===== src/shared/dtm_pkg.sv =====
package dtm_pkg;
  // Register indices on the plain register port
  localparam logic [2:0] DTM_MODE_ADDR  = 3'h0;
  localparam logic [2:0] DTM_RUN_ADDR   = 3'h1;
  localparam logic [2:0] DTM_FLOP_ADDR  = 3'h2;
  localparam logic [2:0] DTM_LCMP_ADDR  = 3'h3;
  localparam logic [2:0] DTM_UCMP_ADDR  = 3'h4;
  localparam logic [2:0] DTM_LCNT_ADDR  = 3'h5;
  localparam logic [2:0] DTM_UCNT_ADDR  = 3'h6;
  localparam logic [2:0] DTM_STAT_ADDR  = 3'h7;

  // Pair-mode field encodings
  localparam logic [1:0] DTM_PAIR_DUAL  = 2'h0;
  localparam logic [1:0] DTM_PAIR_CASC  = 2'h1;
  localparam logic [1:0] DTM_PAIR_PULSE = 2'h2;
  localparam logic [1:0] DTM_PAIR_PWM   = 2'h3;

  // PWM period select encodings
  localparam logic [1:0] DTM_PWM_P6     = 2'h1;
  localparam logic [1:0] DTM_PWM_P7     = 2'h2;
  localparam logic [1:0] DTM_PWM_P8     = 2'h3;

  // Mode register field positions
  localparam int DTM_LCLK_LSB  = 0;
  localparam int DTM_UCLK_LSB  = 2;
  localparam int DTM_PWMS_LSB  = 4;
  localparam int DTM_PAIR_LSB  = 6;

  // Run register bit positions
  localparam int DTM_LRUN_BIT  = 0;
  localparam int DTM_URUN_BIT  = 1;
  localparam int DTM_PRUN_BIT  = 2;
  localparam int DTM_DBUF_BIT  = 7;

  // Flop control bit positions
  localparam int DTM_FSRC_BIT  = 0;
  localparam int DTM_FINV_BIT  = 1;
  localparam int DTM_FCMD_LSB  = 2;

  // Flop commands
  localparam logic [1:0] DTM_FCMD_TOG = 2'h0;
  localparam logic [1:0] DTM_FCMD_SET = 2'h1;
  localparam logic [1:0] DTM_FCMD_CLR = 2'h2;

  // Reset values
  localparam logic [7:0] DTM_MODE_RST = 8'h00;
  localparam logic [7:0] DTM_RUN_RST  = 8'h00;
  localparam logic [7:0] DTM_FLOP_RST = 8'h0c;

  // Prescaler taps in system clocks
  localparam int DTM_DIV8   = 8;
  localparam int DTM_DIV32  = 32;
  localparam int DTM_DIV128 = 128;
  localparam int DTM_DIV2048 = 2048;
  localparam int DTM_PRE_W  = 11;

  // Period of the smallest PWM frame on the div8 tap
  localparam real DTM_CLK_MHZ     = 20.0;
  localparam real DTM_PWM6_US     = 25.6;
  localparam int  DTM_PWM6_CYCLES = int'(DTM_PWM6_US * DTM_CLK_MHZ);
endpackage


===== src/rtl/dtm_sync.sv =====
`timescale 1ns/1ns
module dtm_sync (
  input  wire logic clk,
  input  wire logic resetn,
  input  wire logic ce,
  input  wire logic async_in,
  output logic      sync_out
);
  logic first_reg;

  // First stage feeds only the second stage
  always_ff @(posedge clk or negedge resetn) begin
    if (!resetn) begin
      first_reg <= 1'b0;
      sync_out  <= 1'b0;
    end else if (ce) begin
      first_reg <= async_in;
      sync_out  <= first_reg;
    end
  end
endmodule // dtm_sync


===== src/rtl/dtm_timer.sv =====
// Design decisions made here: the strobed register port and the placing of the registers.
`timescale 1ns/1ns
// Operation
// - Dual mode, upper clock select 00: upper counts lower match pulses.
// - Pair mode 01 joins both timers into one 16-bit interval timer.
// - 16-bit mode clocks upper counter from lower overflow, ignoring select.
// - 16-bit mode lower compare write suspends compare; upper compare write resumes.
// - 16-bit mode lower match neither pulses the lower irq nor clears the lower counter.
// - Both match in 16-bit mode: clear both, upper irq, maybe toggle flop.
// - Pulse mode toggles flop when lower counter equals either compare.
// - Pulse mode buffered lower compare loads on upper compare match.
// - Pulse polarity follows the initial state written into the flop.
// - PWM uses lower timer only; upper timer stays an 8-bit timer.
// - PWM toggles on compare match and 2^n overflow; overflow clears.
// - PWM buffered lower compare loads on 2^n overflow.
// - Clearing lower run stops and zeroes lower counter; setting resumes.
// - PWM period is 2^n input clocks; taps div8, div32, div128.
// - Pair field: 00 dual, 01 cascade, 10 pulse, 11 PWM.
// - PWM select 01, 10, 11 mean 2^6, 2^7, 2^8.
module dtm_timer
  import dtm_pkg::*;
(
  input  wire logic       clk,
  input  wire logic       resetn,
  input  wire logic       ce,
  input  wire logic [2:0] reg_addr,
  input  wire logic [7:0] reg_wdata,
  input  wire logic       reg_wr,
  input  wire logic       reg_rd,
  output logic      [7:0] reg_rdata,
  input  wire logic       ext_clk_pin,
  output logic            timer_out_pin,
  output logic            lower_timer_irq,
  output logic            upper_timer_irq
);
  import dtm_pkg::*;

  logic [7:0] pair_mode_register_reg;
  logic [7:0] pair_run_register_reg;
  logic [7:0] output_flop_control_reg;
  logic [7:0] lower_compare_value_reg;
  logic [7:0] lower_buffer_reg;
  logic [7:0] upper_compare_value_reg;
  logic [7:0] lower_up_counter_reg;
  logic [7:0] upper_up_counter_reg;
  logic [DTM_PRE_W-1:0] prescale_reg;
  logic       output_flop_reg;
  logic       cmp_enable_reg;
  logic       ext_sync;
  logic       ext_prev_reg;
  logic       lower_tick_reg;

  wire logic [1:0] pair_mode_field    = pair_mode_register_reg[DTM_PAIR_LSB+:2];
  wire logic [1:0] pwm_period_select  = pair_mode_register_reg[DTM_PWMS_LSB+:2];
  wire logic [1:0] upper_clock_select = pair_mode_register_reg[DTM_UCLK_LSB+:2];
  wire logic [1:0] lower_clock_select = pair_mode_register_reg[DTM_LCLK_LSB+:2];
  wire logic lower_run_bit = pair_run_register_reg[DTM_LRUN_BIT];
  wire logic upper_run_bit = pair_run_register_reg[DTM_URUN_BIT];
  wire logic prescale_run  = pair_run_register_reg[DTM_PRUN_BIT];
  wire logic dbuf_enable   = pair_run_register_reg[DTM_DBUF_BIT];
  wire logic flop_src_up   = output_flop_control_reg[DTM_FSRC_BIT];
  wire logic flop_inv_en   = output_flop_control_reg[DTM_FINV_BIT];

  wire logic mode_dual  = pair_mode_field == DTM_PAIR_DUAL;
  wire logic mode_casc  = pair_mode_field == DTM_PAIR_CASC;
  wire logic mode_pulse = pair_mode_field == DTM_PAIR_PULSE;
  wire logic mode_pwm   = pair_mode_field == DTM_PAIR_PWM;

  // Prescaler taps: one-cycle strobe when the low bits roll to zero
  wire logic [DTM_PRE_W-1:0] pre_next = prescale_reg + 11'h001;
  wire logic prescale_tap_div8    = prescale_run && pre_next[2:0] == 3'h0;
  wire logic prescale_tap_div32   = prescale_run && pre_next[4:0] == 5'h00;
  wire logic prescale_tap_div128  = prescale_run && pre_next[6:0] == 7'h00;
  wire logic prescale_tap_div2048 = prescale_run && pre_next == 11'h000;

  wire logic ext_edge = ext_sync && !ext_prev_reg;

  // Lower clock: 00 external, 01 div8, 10 div32, 11 div128
  wire logic lower_clk_en =
    lower_clock_select == 2'h0 ? ext_edge :
    lower_clock_select == 2'h1 ? prescale_tap_div8 :
    lower_clock_select == 2'h2 ? prescale_tap_div32 : prescale_tap_div128;

  wire logic lower_step = lower_run_bit && lower_clk_en;

  // Compare detection is qualified by the count edge so a match pulses once
  wire logic lower_eq  = lower_up_counter_reg == lower_compare_value_reg;
  wire logic upper_eq  = upper_up_counter_reg == upper_compare_value_reg;
  wire logic lower_hit = lower_tick_reg && lower_eq && cmp_enable_reg;
  // Pulse mode compares the lower counter against the upper compare
  wire logic lower_vs_up = lower_up_counter_reg == upper_compare_value_reg;
  wire logic pulse_top  = lower_tick_reg && mode_pulse && upper_run_bit &&
                          lower_vs_up && cmp_enable_reg;

  // PWM overflow at 2^n
  wire logic [7:0] pwm_mask =
    pwm_period_select == DTM_PWM_P6 ? 8'h3f :
    pwm_period_select == DTM_PWM_P7 ? 8'h7f : 8'hff;
  wire logic pwm_ovf = lower_step && mode_pwm &&
                       (lower_up_counter_reg & pwm_mask) == pwm_mask;

  wire logic lower_ovf = lower_step && lower_up_counter_reg == 8'hff;

  // Upper clock
  wire logic upper_clk_sel =
    upper_clock_select == 2'h0 ? lower_hit :
    upper_clock_select == 2'h1 ? prescale_tap_div8 :
    upper_clock_select == 2'h2 ? prescale_tap_div128 : prescale_tap_div2048;
  wire logic upper_step = upper_run_bit &&
    (mode_casc ? lower_ovf : upper_clk_sel) && !mode_pulse;

  logic upper_tick_reg;
  wire logic upper_hit = upper_tick_reg && upper_eq && cmp_enable_reg;
  wire logic casc_hit  = mode_casc && lower_hit && upper_hit;

  // Counter clearing per mode
  wire logic lower_clr_match = (mode_dual && lower_hit) || casc_hit ||
                               pulse_top;
  wire logic upper_clr_match = ((mode_dual || mode_pwm) && upper_hit) ||
                               casc_hit;

  // Flop toggle sources
  wire logic lower_evt = mode_pulse ? (lower_hit || pulse_top) :
                         mode_pwm   ? (lower_hit || pwm_ovf) :
                         mode_casc  ? casc_hit : lower_hit;
  wire logic flop_evt  = mode_dual && flop_src_up ? upper_hit : lower_evt;
  wire logic flop_toggle = flop_inv_en && flop_evt;

  wire logic buf_load = dbuf_enable &&
    ((mode_pulse && pulse_top) || (mode_pwm && pwm_ovf));

  wire logic wr_mode = reg_wr && reg_addr == DTM_MODE_ADDR;
  wire logic wr_run  = reg_wr && reg_addr == DTM_RUN_ADDR;
  wire logic wr_flop = reg_wr && reg_addr == DTM_FLOP_ADDR;
  wire logic wr_lcmp = reg_wr && reg_addr == DTM_LCMP_ADDR;
  wire logic wr_ucmp = reg_wr && reg_addr == DTM_UCMP_ADDR;
  wire logic [1:0] flop_cmd = reg_wdata[DTM_FCMD_LSB+:2];

  wire logic [7:0] rd_mux =
    reg_addr == DTM_MODE_ADDR ? pair_mode_register_reg :
    reg_addr == DTM_RUN_ADDR  ? pair_run_register_reg :
    reg_addr == DTM_FLOP_ADDR ? {7'h00, output_flop_reg} :
    reg_addr == DTM_LCMP_ADDR ? lower_compare_value_reg :
    reg_addr == DTM_UCMP_ADDR ? upper_compare_value_reg :
    reg_addr == DTM_LCNT_ADDR ? lower_up_counter_reg :
    reg_addr == DTM_UCNT_ADDR ? upper_up_counter_reg :
    {6'h00, cmp_enable_reg, output_flop_reg};

  dtm_sync u_ext_sync (
    .clk      (clk),
    .resetn   (resetn),
    .ce       (ce),
    .async_in (ext_clk_pin),
    .sync_out (ext_sync)
  );

  always_ff @(posedge clk or negedge resetn) begin
    if (!resetn) begin
      pair_mode_register_reg  <= DTM_MODE_RST;
      pair_run_register_reg   <= DTM_RUN_RST;
      output_flop_control_reg <= DTM_FLOP_RST;
    end else if (ce) begin
      if (wr_mode) pair_mode_register_reg <= reg_wdata;
      if (wr_run) pair_run_register_reg <= reg_wdata;
      if (wr_flop) output_flop_control_reg <= reg_wdata;
    end
  end

  // Compare registers; a write into the lower one with the buffer enabled
  // only fills the buffer so a running waveform is not torn mid-period
  always_ff @(posedge clk or negedge resetn) begin
    if (!resetn) begin
      lower_compare_value_reg <= 8'h00;
      lower_buffer_reg        <= 8'h00;
      upper_compare_value_reg <= 8'h00;
      cmp_enable_reg          <= 1'b1;
    end else if (ce) begin
      if (wr_lcmp) lower_buffer_reg <= reg_wdata;
      if (wr_lcmp && !dbuf_enable) lower_compare_value_reg <= reg_wdata;
      else if (buf_load) lower_compare_value_reg <= lower_buffer_reg;
      if (wr_ucmp) upper_compare_value_reg <= reg_wdata;
      if (wr_ucmp) cmp_enable_reg <= 1'b1;
      else if (wr_lcmp && mode_casc) cmp_enable_reg <= 1'b0;
    end
  end

  always_ff @(posedge clk or negedge resetn) begin
    if (!resetn) begin
      prescale_reg <= 11'h000;
      ext_prev_reg <= 1'b0;
    end else if (ce) begin
      prescale_reg <= prescale_run ? pre_next : 11'h000;
      ext_prev_reg <= ext_sync;
    end
  end

  always_ff @(posedge clk or negedge resetn) begin
    if (!resetn) begin
      lower_up_counter_reg <= 8'h00;
      lower_tick_reg       <= 1'b0;
    end else if (ce) begin
      lower_tick_reg <= lower_step;
      if (!lower_run_bit) lower_up_counter_reg <= 8'h00;
      else if (lower_clr_match || pwm_ovf)
        lower_up_counter_reg <= 8'h00;
      else if (lower_step)
        lower_up_counter_reg <= lower_up_counter_reg + 8'h01;
    end
  end

  always_ff @(posedge clk or negedge resetn) begin
    if (!resetn) begin
      upper_up_counter_reg <= 8'h00;
      upper_tick_reg       <= 1'b0;
    end else if (ce) begin
      // Cascade compares both halves in the same cycle, so the upper tick
      // follows the lower step rather than the delayed lower tick
      upper_tick_reg <= upper_step || (mode_casc && lower_step);
      if (!upper_run_bit) upper_up_counter_reg <= 8'h00;
      else if (upper_clr_match) upper_up_counter_reg <= 8'h00;
      else if (upper_step)
        upper_up_counter_reg <= upper_up_counter_reg + 8'h01;
    end
  end

  // Flop: software command wins over a same-cycle toggle
  always_ff @(posedge clk or negedge resetn) begin
    if (!resetn) begin
      output_flop_reg <= 1'b0;
      timer_out_pin   <= 1'b0;
    end else if (ce) begin
      if (wr_flop && flop_cmd == DTM_FCMD_SET) output_flop_reg <= 1'b1;
      else if (wr_flop && flop_cmd == DTM_FCMD_CLR) output_flop_reg <= 1'b0;
      else if (wr_flop && flop_cmd == DTM_FCMD_TOG)
        output_flop_reg <= !output_flop_reg;
      else if (flop_toggle) output_flop_reg <= !output_flop_reg;
      timer_out_pin <= output_flop_reg;
    end
  end

  always_ff @(posedge clk or negedge resetn) begin
    if (!resetn) begin
      lower_timer_irq <= 1'b0;
      upper_timer_irq <= 1'b0;
      reg_rdata       <= 8'h00;
    end else if (ce) begin
      lower_timer_irq <= mode_pwm ? pwm_ovf : (!mode_casc && lower_evt);
      upper_timer_irq <= mode_casc ? casc_hit :
                         (!mode_pulse && upper_hit);
      reg_rdata <= reg_rd ? rd_mux : 8'h00;
    end
  end
endmodule // dtm_timer


===== config.mk =====
export PLATFORM = sky130hd
export DESIGN_NAME = dtm_timer
export DESIGN_NICKNAME = d
export VERILOG_FILES = /design/src/shared/dtm_pkg.sv /design/src/rtl/dtm_sync.sv /design/src/rtl/dtm_timer.sv
export SDC_FILE = /design/constraint.sdc
export NUM_CORES = 1
export LEC_CHECK = 0
export ABC_CLOCK_PERIOD_IN_PS = 4600
export BUFFER_PORTS_ARGS = -buffer_cell sky130_fd_sc_hd__buf_2
export CORE_MARGIN = 10
export CORE_UTILIZATION = 40
export DETAILED_ROUTE_END_ITERATION = 10
export HOLD_SLACK_MARGIN = 0.03
export MAX_ROUTING_LAYER = met4
export PLACE_DENSITY = 0.63
export SKIP_LAST_GASP = 1
export SLEW_MARGIN = 20
export SYNTH_ARGS = -nofsm -noshare
export SYNTH_HDL_FRONTEND = slang
export SYNTH_SLANG_ARGS = --single-unit

===== constraint.sdc =====
create_clock -name clk -period 4.6 [get_ports clk]
set_input_delay 0.92 -clock clk [delete_from_list [all_inputs] [get_ports clk]]
set_output_delay 0.92 -clock clk [all_outputs]
set_load 0.05 [all_outputs]

==> flow_metrics.tcl, run 1 <==
set metrics [dict create \
    finClkSkew_ns 0.006319 \
    post_cts_buffers 0 \
    cts_max_level 3 \
    power_density_nw_per_um2 423.7 \
    synthCells 522 \
    worst-path-max-fanout 8 \
    synth_top_area_cell "dfrtp_1" \
    synth-simple-area-share_pct 14.36 \
    clock_sinks 87 \
    clock_path_buffers 2 \
    nFillCells 1244 \
    seq_area_um2 2178 \
    place_area_um2 5424 \
    synth_compound_area_share_pct 17.96 \
    diodes 0 \
    fin_nets 555 \
    numPortBuffers 27 \
    cts_resized 0 \
    ys_ff_latch 87 \
    multi_input_area_um2 2769 \
    clk_pin_slew_worst_paths_ns 0.07 \
    post-route-drc-count 0 \
    synth_adder_area_share_pct 2.158 \
    worst_pin_slew_ns 0.8326 \
    synth_xor_area_share_pct 4.867 \
    wirelength_mm 13.31 \
    hold-path-cell-count 1 \
    grt_pass1_wl_mm 21.93 \
    synth_seq_area_share_pct 41.74 \
    synth_top_area_share_pct 41.24 \
    initial_utilization_pct 41.02 \
    drt_iter0_markers 400 \
    vias_per_cell 5.785 \
    end_kind "flop" \
    grt_pass1_vias 4046 \
    worstHoldPathType "flop to flop" \
    grt_overflow_total 0 \
    p_leak_nw 2.470 \
    vias 4084 \
    wl_per_cell_um 18.85 \
    firstDrtPassIters 5 \
    p_total_mw 2.425 \
    arrival_ns 3.09 \
    vdd.ir_drop.worst_uv 267.1 \
    place.gp.congestion 0.8923 \
    ys_types 65 \
    synth_area_per_cell_um2 9.998 \
    synth_warnings 0 \
    antenna_found_initial 0 \
    critPathLaunchType "flop" \
    synth-edff-count 0 \
    worst_hold_slack_ns 0.4892 \
    final_max_slew_viol_count 0 \
    fp-row-count 41 \
    slew_headroom_pct 44.29 \
    hold_viol_final 0 \
    r2r_cells 8 \
    largest_reg_flops 11 \
    yosys-top-cells-area "dfrtp_1, mux2_2, o21ai_0" \
    fin_crit_ns 2.860 \
    final_cell_area_um2 5723 \
    required_ns 4.83 \
    postRouteAntennaNets 0 \
    rsz0062_at_grt "no" \
    syn_to_final_growth_pct 9.662 \
    fmax_ghz 0.3497 \
    synth_top_family_by_area "compound AO/OA/AOI/OAI gates" \
    status "finished, final reports clean" \
    yosysMostFrequentCell "dfrtp_1" \
    netlist_area_um2 5219 \
    chipHeight_um 134.2 \
    yosys-top-cells-count "dfrtp_1, mux2_2, o21ai_0" \
    setup_violations 0 \
    finalCritPeriodShare_pct 62.17 \
    drv_cap 0 \
    insertion_delay_ns 0.35 \
    coreArea_um2 12720 \
    synth-main-ff-cell "dfrtp_1" \
    postCtsHoldBufs 0 \
    synthMuxAreaShare_pct 13.71 \
    cts_root_buf "clkbuf_16" \
    cts_made_buffers 9 \
    critical_path_class "flop to flop" \
    fp.dieArea_um2 18020 \
    die_w_um 134.2 \
    tns_ns 0 \
    pin_count 28 \
    synthArstFlopShare_pct 100.0 \
    dp_hpwl_mm 9.752 \
    grt_use_total_pct 15.57 \
    synth_nets 548 \
    grt_max_degree 61 \
    layout-drive-gt1-share_pct 21.16 \
    cts_tree "built" \
]
critical path, cell delays in order (launching register included):
cell	delay [ns]
dfrtp_1	0.43
ha_1	0.34
xor2_1	0.21
o2bb2ai_2	0.26
o2111ai_1	0.30
a21oi_1	0.33
o21a_1	0.17
o21a_1	0.33
mux2_1	0.37
layout make-up:
class | count | share of cell area, %
clock inverters | 5 | 0.8089
repair buffers | 29 | 2.667
multi-input cells | 373 | 48.38
well taps | 172 | 3.760
flip-flops and latches | 87 | 38.06
clock buffers | 11 | 4.416
inverters | 29 | 1.902
cell usage in the layout (no fill, tap or decap), types with 3 or more instances in the layout:
cell,instances
o22ai_1,9
and3_1,7
mux2_2,52
nand3_1,19
o2bb2ai_1,5
a22oi_1,9
buf_2,26
o31ai_1,6
buf_4,3
ha_1,9
mux2i_1,4
nand2b_1,5
a41oi_1,3
nand4_1,6
clkbuf_16,9
or4_1,7
nor3_1,10
a21oi_1,24
a22o_1,3
inv_1,29
o21ai_0,39
inv_6,3
nor2_1,16
or3_1,3
xor2_1,18
nand2_1,32
nor2b_1,12
o2111ai_1,8
mux2_1,6
o211ai_1,6
a21o_1,9
xnor2_1,11
dfrtp_1,86
layer usage:
metal / up-vias / part of all wire [%] / global-route usage (%)
met1: 2034 / 48 / 20.51
met5: - / 0 / -
met4: 0 / 0.77 / 3.325
li1: 1917 / - / -
met3: 11 / 4.7 / 3.473
met2: 122 / 47 / 24.00
kinds of logic (layout without fill, tap and decap cells):
| logic type | count (synthesis) | count (layout) |
|---|---|---|
| DFF | 87 | 87 |
| adders and majority gates | 9 | 9 |
| xor gates and xnor gates | 29 | 29 |
| AOI/OAI and AO/OA | 137 | 137 |
| buffers and inverters | 62 | 74 |
| muxes | 63 | 63 |
| and+or+nand+nor | 135 | 135 |
stage by stage:
stage,instances,worst slack [ns],utilization (%)
5_1_grt,706,1.518,44.98
6_report,706,1.740,44.98
3_5_place_dp,690,1.484,42.63
3_3_place_gp,690,1.578,42.63
2_1_floorplan,522,2.030,-
4_1_cts,706,1.754,44.98
report_power, final:
part	internal [mW]	switching, mW
sequential	0.909	0.191
clock	0.406	0.323
combinational	0.270	0.326
final timing paths:
| kind | slack [ns] | endpoint | from |
|---|---|---|---|
| min | 0.49 | upper_timer_irq | upper_timer_irq |
| max reg2reg | 1.74 | lower_compare_value_reg[5] | prescale_reg[0] |
| max | 1.74 | lower_compare_value_reg[5] | prescale_reg[0] |
| min reg2reg | 0.49 | upper_timer_irq | upper_timer_irq |
| max in group asynchronous | 3.13 | prescale_reg[4] | resetn |
| min in group asynchronous | 0.64 | upper_up_counter_reg[6] | resetn |
Note: power is estimated with default switching activity, not from simulation.
==> run 2: changes to the inputs <==
--- a/config.mk
+++ b/config.mk
@@ -5,7 +5,7 @@
 export SDC_FILE = /design/constraint.sdc
 export NUM_CORES = 1
 export LEC_CHECK = 0
-export ABC_CLOCK_PERIOD_IN_PS = 4600
+export ABC_CLOCK_PERIOD_IN_PS = 2800
 export BUFFER_PORTS_ARGS = -buffer_cell sky130_fd_sc_hd__buf_2
 export CORE_MARGIN = 10
 export CORE_UTILIZATION = 40
==> constraint.sdc (replaced) <==
create_clock -name clk -period 2.8 [get_ports clk]
set_input_delay 0.56 -clock clk [delete_from_list [all_inputs] [get_ports clk]]
set_output_delay 0.56 -clock clk [all_outputs]
set_load 0.05 [all_outputs]
==> run 2 against run 1 <==
  * Via count is 3.9% higher
  * Combinational power is 81% higher
  * Final cell count is 3.5% higher
  * Critical path type unchanged
  * Largest power group unchanged
==> flow_metrics.tcl, run 2 (synthesis gave the netlist of run 1 again) <==
set metrics [dict create \
    final_cell_mix "dfrtp_1, mux2_2, o21ai_0" \
    antenna_found_initial 0 \
    coreArea_um2 12720 \
    cts_max_level 3 \
    vias_per_cell 5.803 \
    fp-row-count 41 \
    layout-drive-gt1-share_pct 25.58 \
    place_area_um2 5574 \
    fin_nets 580 \
    final_cell_area_um2 5958 \
    chipHeight_um 134.2 \
    diodes 0 \
    grt_overflow_total 0 \
    grt_pass1_vias 4312 \
    grtUsageMet3_pct 3.025 \
    wirelength_mm 14.09 \
    clk_pin_slew_worst_paths_ns 0.06 \
    slew_headroom_pct 32.00 \
    worstHoldPathType "input port to asynchronous set/reset pin" \
    largest_reg_flops 11 \
    drv_cap 0 \
    pin_count 28 \
    fin_crit_ns 2.700 \
    met2_usage_pct 24.68 \
    use_met1_pct 20.22 \
    final_max_slew_viol_count 0 \
    r2r_start "prescale_reg[1]" \
    hold_viol_final 0 \
    required_ns 3.07 \
    finClkSkew_ns 0.006640 \
    worst_pin_slew_ns 1.020 \
    grt_max_degree 78 \
    fmax_ghz 0.3703 \
    grt.busiest_layer "met2" \
    firstDrtPassIters 5 \
    rsz0062_at_grt "yes" \
    power_density_nw_per_um2 686.9 \
    nFillCells 1275 \
    critical_path_class "flop to flop" \
    end_kind "flop" \
    vias 4242 \
    wl_per_cell_um 19.28 \
    final_common_cell "dfrtp_1" \
    arrival_ns 2.97 \
    fp.dieArea_um2 18020 \
    insertion_delay_ns 0.34 \
    setup_violations 0 \
    cts_tree "built" \
    postRouteAntennaNets 0 \
    syn_to_final_growth_pct 14.17 \
    dp_hpwl_mm 10.11 \
    critPathLaunchType "flop" \
    die_w_um 134.2 \
    grt_use_total_pct 15.90 \
    drt_iter0_markers 468 \
    cts_made_buffers 9 \
    status "finished, final reports clean" \
    worst-path-max-fanout 8 \
    tns_ns 0 \
    clock_path_buffers 2 \
    finalCritPeriodShare_pct 96.44 \
    vdd.ir_drop.worst_uv 451.5 \
    grt_pass1_wl_mm 22.49 \
    place.gp.congestion 0.9256 \
    p_leak_nw 2.594 \
    post-route-drc-count 0 \
    r2r_cells 9 \
    postCtsHoldBufs 0 \
    clock_sinks 87 \
    numPortBuffers 27 \
    cts_root_buf "clkbuf_16" \
    worstSetupStartpoint "prescale_reg[1]" \
    initial_utilization_pct 41.02 \
]
==> run 2: stage by stage <==
stage	worst slack, ns	util [%]	instances	power [mW]	hold slack (ns)
after global placement	0.1459	43.81	710	2.792	0.4685
after floorplan	0.3161	-	522	2.522	0.2644
final	0.09964	46.83	731	4.093	0.3967
after detailed placement	0.04556	43.81	710	2.832	0.4872
after global routing	-0.1101	46.83	731	4.310	0.4651
after CTS	0.002147	46.24	726	4.070	0.4335
==> run 2: worst max-delay path: stages (launching register included) <==
cell and delay, ns:
dfrtp_1 0.43, ha_2 0.27, xor2_1 0.18, o2bb2ai_2 0.29, o211ai_1 0.17, a221oi_2 0.27
buf_4 0.18, a22oi_2 0.14, or4_1 0.54, a21oi_1 0.15
==> run 2: layer usage <==
layer / routed length [µm] / up-vias / part of all wire [%]
li1: - / 1968 / -
met1: 6265 / 2094 / 44
met2: 6710 / 147 / 48
met3: 716 / 33 / 5.1
met4: 399 / 0 / 2.8
met5: 0 / - / 0
==> run 2: final timing paths <==
check / to / slack (ns)
setup / recovery: upper_up_counter_reg[5] / 0.1
hold / removal: upper_up_counter_reg[3] / 0.40
setup reg to reg: upper_up_counter_reg[5] / 0.1
hold reg to reg: upper_timer_irq / 0.49
max in group asynchronous: prescale_reg[0] / 1.68
min in group clk: u_ext_sync.first_reg / 0.45
==> run 2: layout make-up <==
| cell class | count | area (µm²) | share of cell area, % |
|---|---|---|---|
| clock buffers | 10 | 239.0 | 4.011 |
| repair buffers | 53 | 332.8 | 5.586 |
| flip-flops and latches | 87 | 2178 | 36.56 |
| multi-input cells | 374 | 2815 | 47.25 |
| inverters | 29 | 108.9 | 1.827 |
| clock inverters | 6 | 68.82 | 1.155 |
| well taps | 172 | 215.2 | 3.612 |
==> run 2: timing repair <==
action / CTS / global route
gates cloned: 0 / 1
gates resized for setup: 1 / 6
buffers inserted: 0 / 4
pin swaps: 0 / 5
endpoints found under the setup margin: 1 / 22
==> run 2: power breakdown <==
group          switching, mW  leakage, nW  total (mW)  internal [mW]
Sequential             0.287         1.12        1.78           1.49
Combinational          0.600         1.32        1.08          0.481
Clock                  0.511        0.149        1.23          0.720
Total                   1.40         2.59        4.09           2.69
==> run 3: changes to the inputs <==
--- a/config.mk
+++ b/config.mk
@@ -5,7 +5,7 @@
 export SDC_FILE = /design/constraint.sdc
 export NUM_CORES = 1
 export LEC_CHECK = 0
-export ABC_CLOCK_PERIOD_IN_PS = 2800
+export ABC_CLOCK_PERIOD_IN_PS = 3200
 export BUFFER_PORTS_ARGS = -buffer_cell sky130_fd_sc_hd__buf_2
 export CORE_MARGIN = 10
 export CORE_UTILIZATION = 40
==> constraint.sdc (replaced) <==
create_clock -name clk -period 3.2 [get_ports clk]
set_input_delay 0.64 -clock clk [delete_from_list [all_inputs] [get_ports clk]]
set_output_delay 0.64 -clock clk [all_outputs]
set_load 0.05 [all_outputs]
==> run 3 against run 2 <==
  * Maximum frequency shrank 4.3%
  * Count of clock-buffer cells in the layout is 1 lower
  * Via count decreased by 2.2%
  * Critical endpoint is now lower_compare_value_reg[4]
==> flow_metrics.tcl, run 3 (synthesis gave the netlist of run 1 again) <==
set metrics [dict create \
    status "finished, final reports clean" \
    die_w_um 134.2 \
    p_leak_nw 2.509 \
    rsz0062_at_grt "no" \
    numPortBuffers 27 \
    cts_made_buffers 9 \
    vias_per_cell 5.820 \
    power_density_nw_per_um2 610.6 \
    postRouteAntennaNets 0 \
    final_common_cell "dfrtp_1" \
    end_kind "flop" \
    wirelength_mm 13.74 \
    clk_pin_slew_worst_paths_ns 0.07 \
    crit_slowest_cell "dfrtp_1" \
    hold_viol_final 0 \
    cts_tree "built" \
    insertion_delay_ns 0.35 \
    antenna_found_initial 0 \
    post_cts_buffers 0 \
    grt_pass1_vias 4164 \
    arrival_ns 3.06 \
    chipHeight_um 134.2 \
    cts_max_level 3 \
    fp-row-count 41 \
    p_total_mw 3.530 \
    largest_reg_flops 11 \
    worst-path-max-fanout 8 \
    initial_utilization_pct 41.02 \
    crit_top_cell "o21a_1" \
    drt_iter0_markers 336 \
    grt_overflow_total 0 \
    required_ns 3.44 \
    clock_sinks 87 \
    max_stage_delay_ns 0.43 \
    cts_resized 0 \
    vias 4150 \
    fmax_ghz 0.3545 \
    setup_ws_ns 0.3794 \
    seq_area_um2 2178 \
    m1WireLength_mm 6.071 \
    grt_max_degree 44 \
    coreArea_um2 12720 \
    layout-drive-gt1-share_pct 22.18 \
    wl_per_cell_um 19.27 \
    vdd.ir_drop.worst_uv 348.3 \
    cp_cell_sequence "ha_1 > xor2_1 > nor2_2 > o2111ai_1 > a21oi_1 > o21a_1 > o21a_1 > mux2_2" \
    wl_met2_mm 6.605 \
    wl_met3_um 840 \
    final_max_slew_viol_count 0 \
    setup_violations 0 \
    finalCritPeriodShare_pct 88.14 \
    postCtsHoldBufs 0 \
    critPathLaunchType "flop" \
    dp_hpwl_mm 9.949 \
    finClkSkew_ns 0.004774 \
    final_cell_mix "dfrtp_1, mux2_2, o21ai_0" \
    place_area_um2 5477 \
    diodes 0 \
    cts_root_buf "clkbuf_16" \
    grt_pass1_wl_mm 22.31 \
    clock_path_buffers 2 \
    post-route-drc-count 0 \
    fin_nets 562 \
    worstHoldPathType "input port to asynchronous set/reset pin" \
    tns_ns 0 \
    fin_crit_ns 2.821 \
    worst_pin_slew_ns 0.8158 \
    place.gp.congestion 0.9041 \
    nFillCells 1249 \
    critical_path_class "flop to flop" \
    fp.dieArea_um2 18020 \
    dp_slack_ns 0.4009 \
    drv_cap 0 \
    final_cell_area_um2 5781 \
    highest_layer "met4" \
    slew_headroom_pct 45.42 \
    syn_to_final_growth_pct 10.76 \
    firstDrtPassIters 5 \
    pin_count 28 \
    multi_input_area_um2 2769 \
    grt_use_total_pct 15.86 \
]
run 3: final timing paths:
check | startpoint | end | slack [ns] | depth (start not counted)
min in group clk | upper_timer_irq | upper_timer_irq | 0.49 | 1
hold / removal | resetn | upper_up_counter_reg[0] | 0.30 | 1
setup / recovery | prescale_reg[0] | lower_compare_value_reg[4] | 0.38 | 8
max in group asynchronous | resetn | upper_compare_value_reg[0] | 2.12 | 2
hold reg to reg | upper_timer_irq | upper_timer_irq | 0.49 | 1
setup reg to reg | prescale_reg[0] | lower_compare_value_reg[4] | 0.38 | 8
run 3: layout make-up:
class / count / share of cell area, %
Sequential cell: 87 / 37.68
Clock inverter: 7 / 1.364
Timing Repair Buffer: 36 / 3.550
Tap cell: 172 / 3.723
Inverter: 29 / 1.883
Clock buffer: 9 / 3.896
Multi-Input combinational cell: 373 / 47.90
run 3: per-stage QoR:
stage,utilization (%),hold WS [ns],cells
2_1_floorplan,-,0.3444,522
3_3_place_gp,43.05,0.4689,697
3_5_place_dp,43.05,0.4785,697
4_1_cts,45.44,0.3228,713
5_1_grt,45.44,0.3418,713
6_report,45.44,0.3008,713
run 3: worst max-delay path: cells and delay by family (launching register included):
family | cells | cell delay [ns]
XOR/XNOR | 1 | 0.23
multiplexers | 1 | 0.39
flip-flops | 1 | 0.43
adder cells (fa/ha/maj) | 1 | 0.34
AO/OA/AOI/OAI | 4 | 1.11
AND/OR/NAND/NOR | 1 | 0.23
run 3: power breakdown:
part,switching [mW],internal [mW],total (mW)
Sequential,0.266,1.31,1.57
Combinational,0.486,0.392,0.878
Clock,0.465,0.615,1.08
run 3: routing by layer:
| metal | up-vias | track usage [%] |
|---|---|---|
| met5 | - | - |
| met4 | 0 | 3.990 |
| met3 | 15 | 4.257 |
| met2 | 132 | 24.77 |
| met1 | 2083 | 19.97 |
| li1 | 1920 | - |
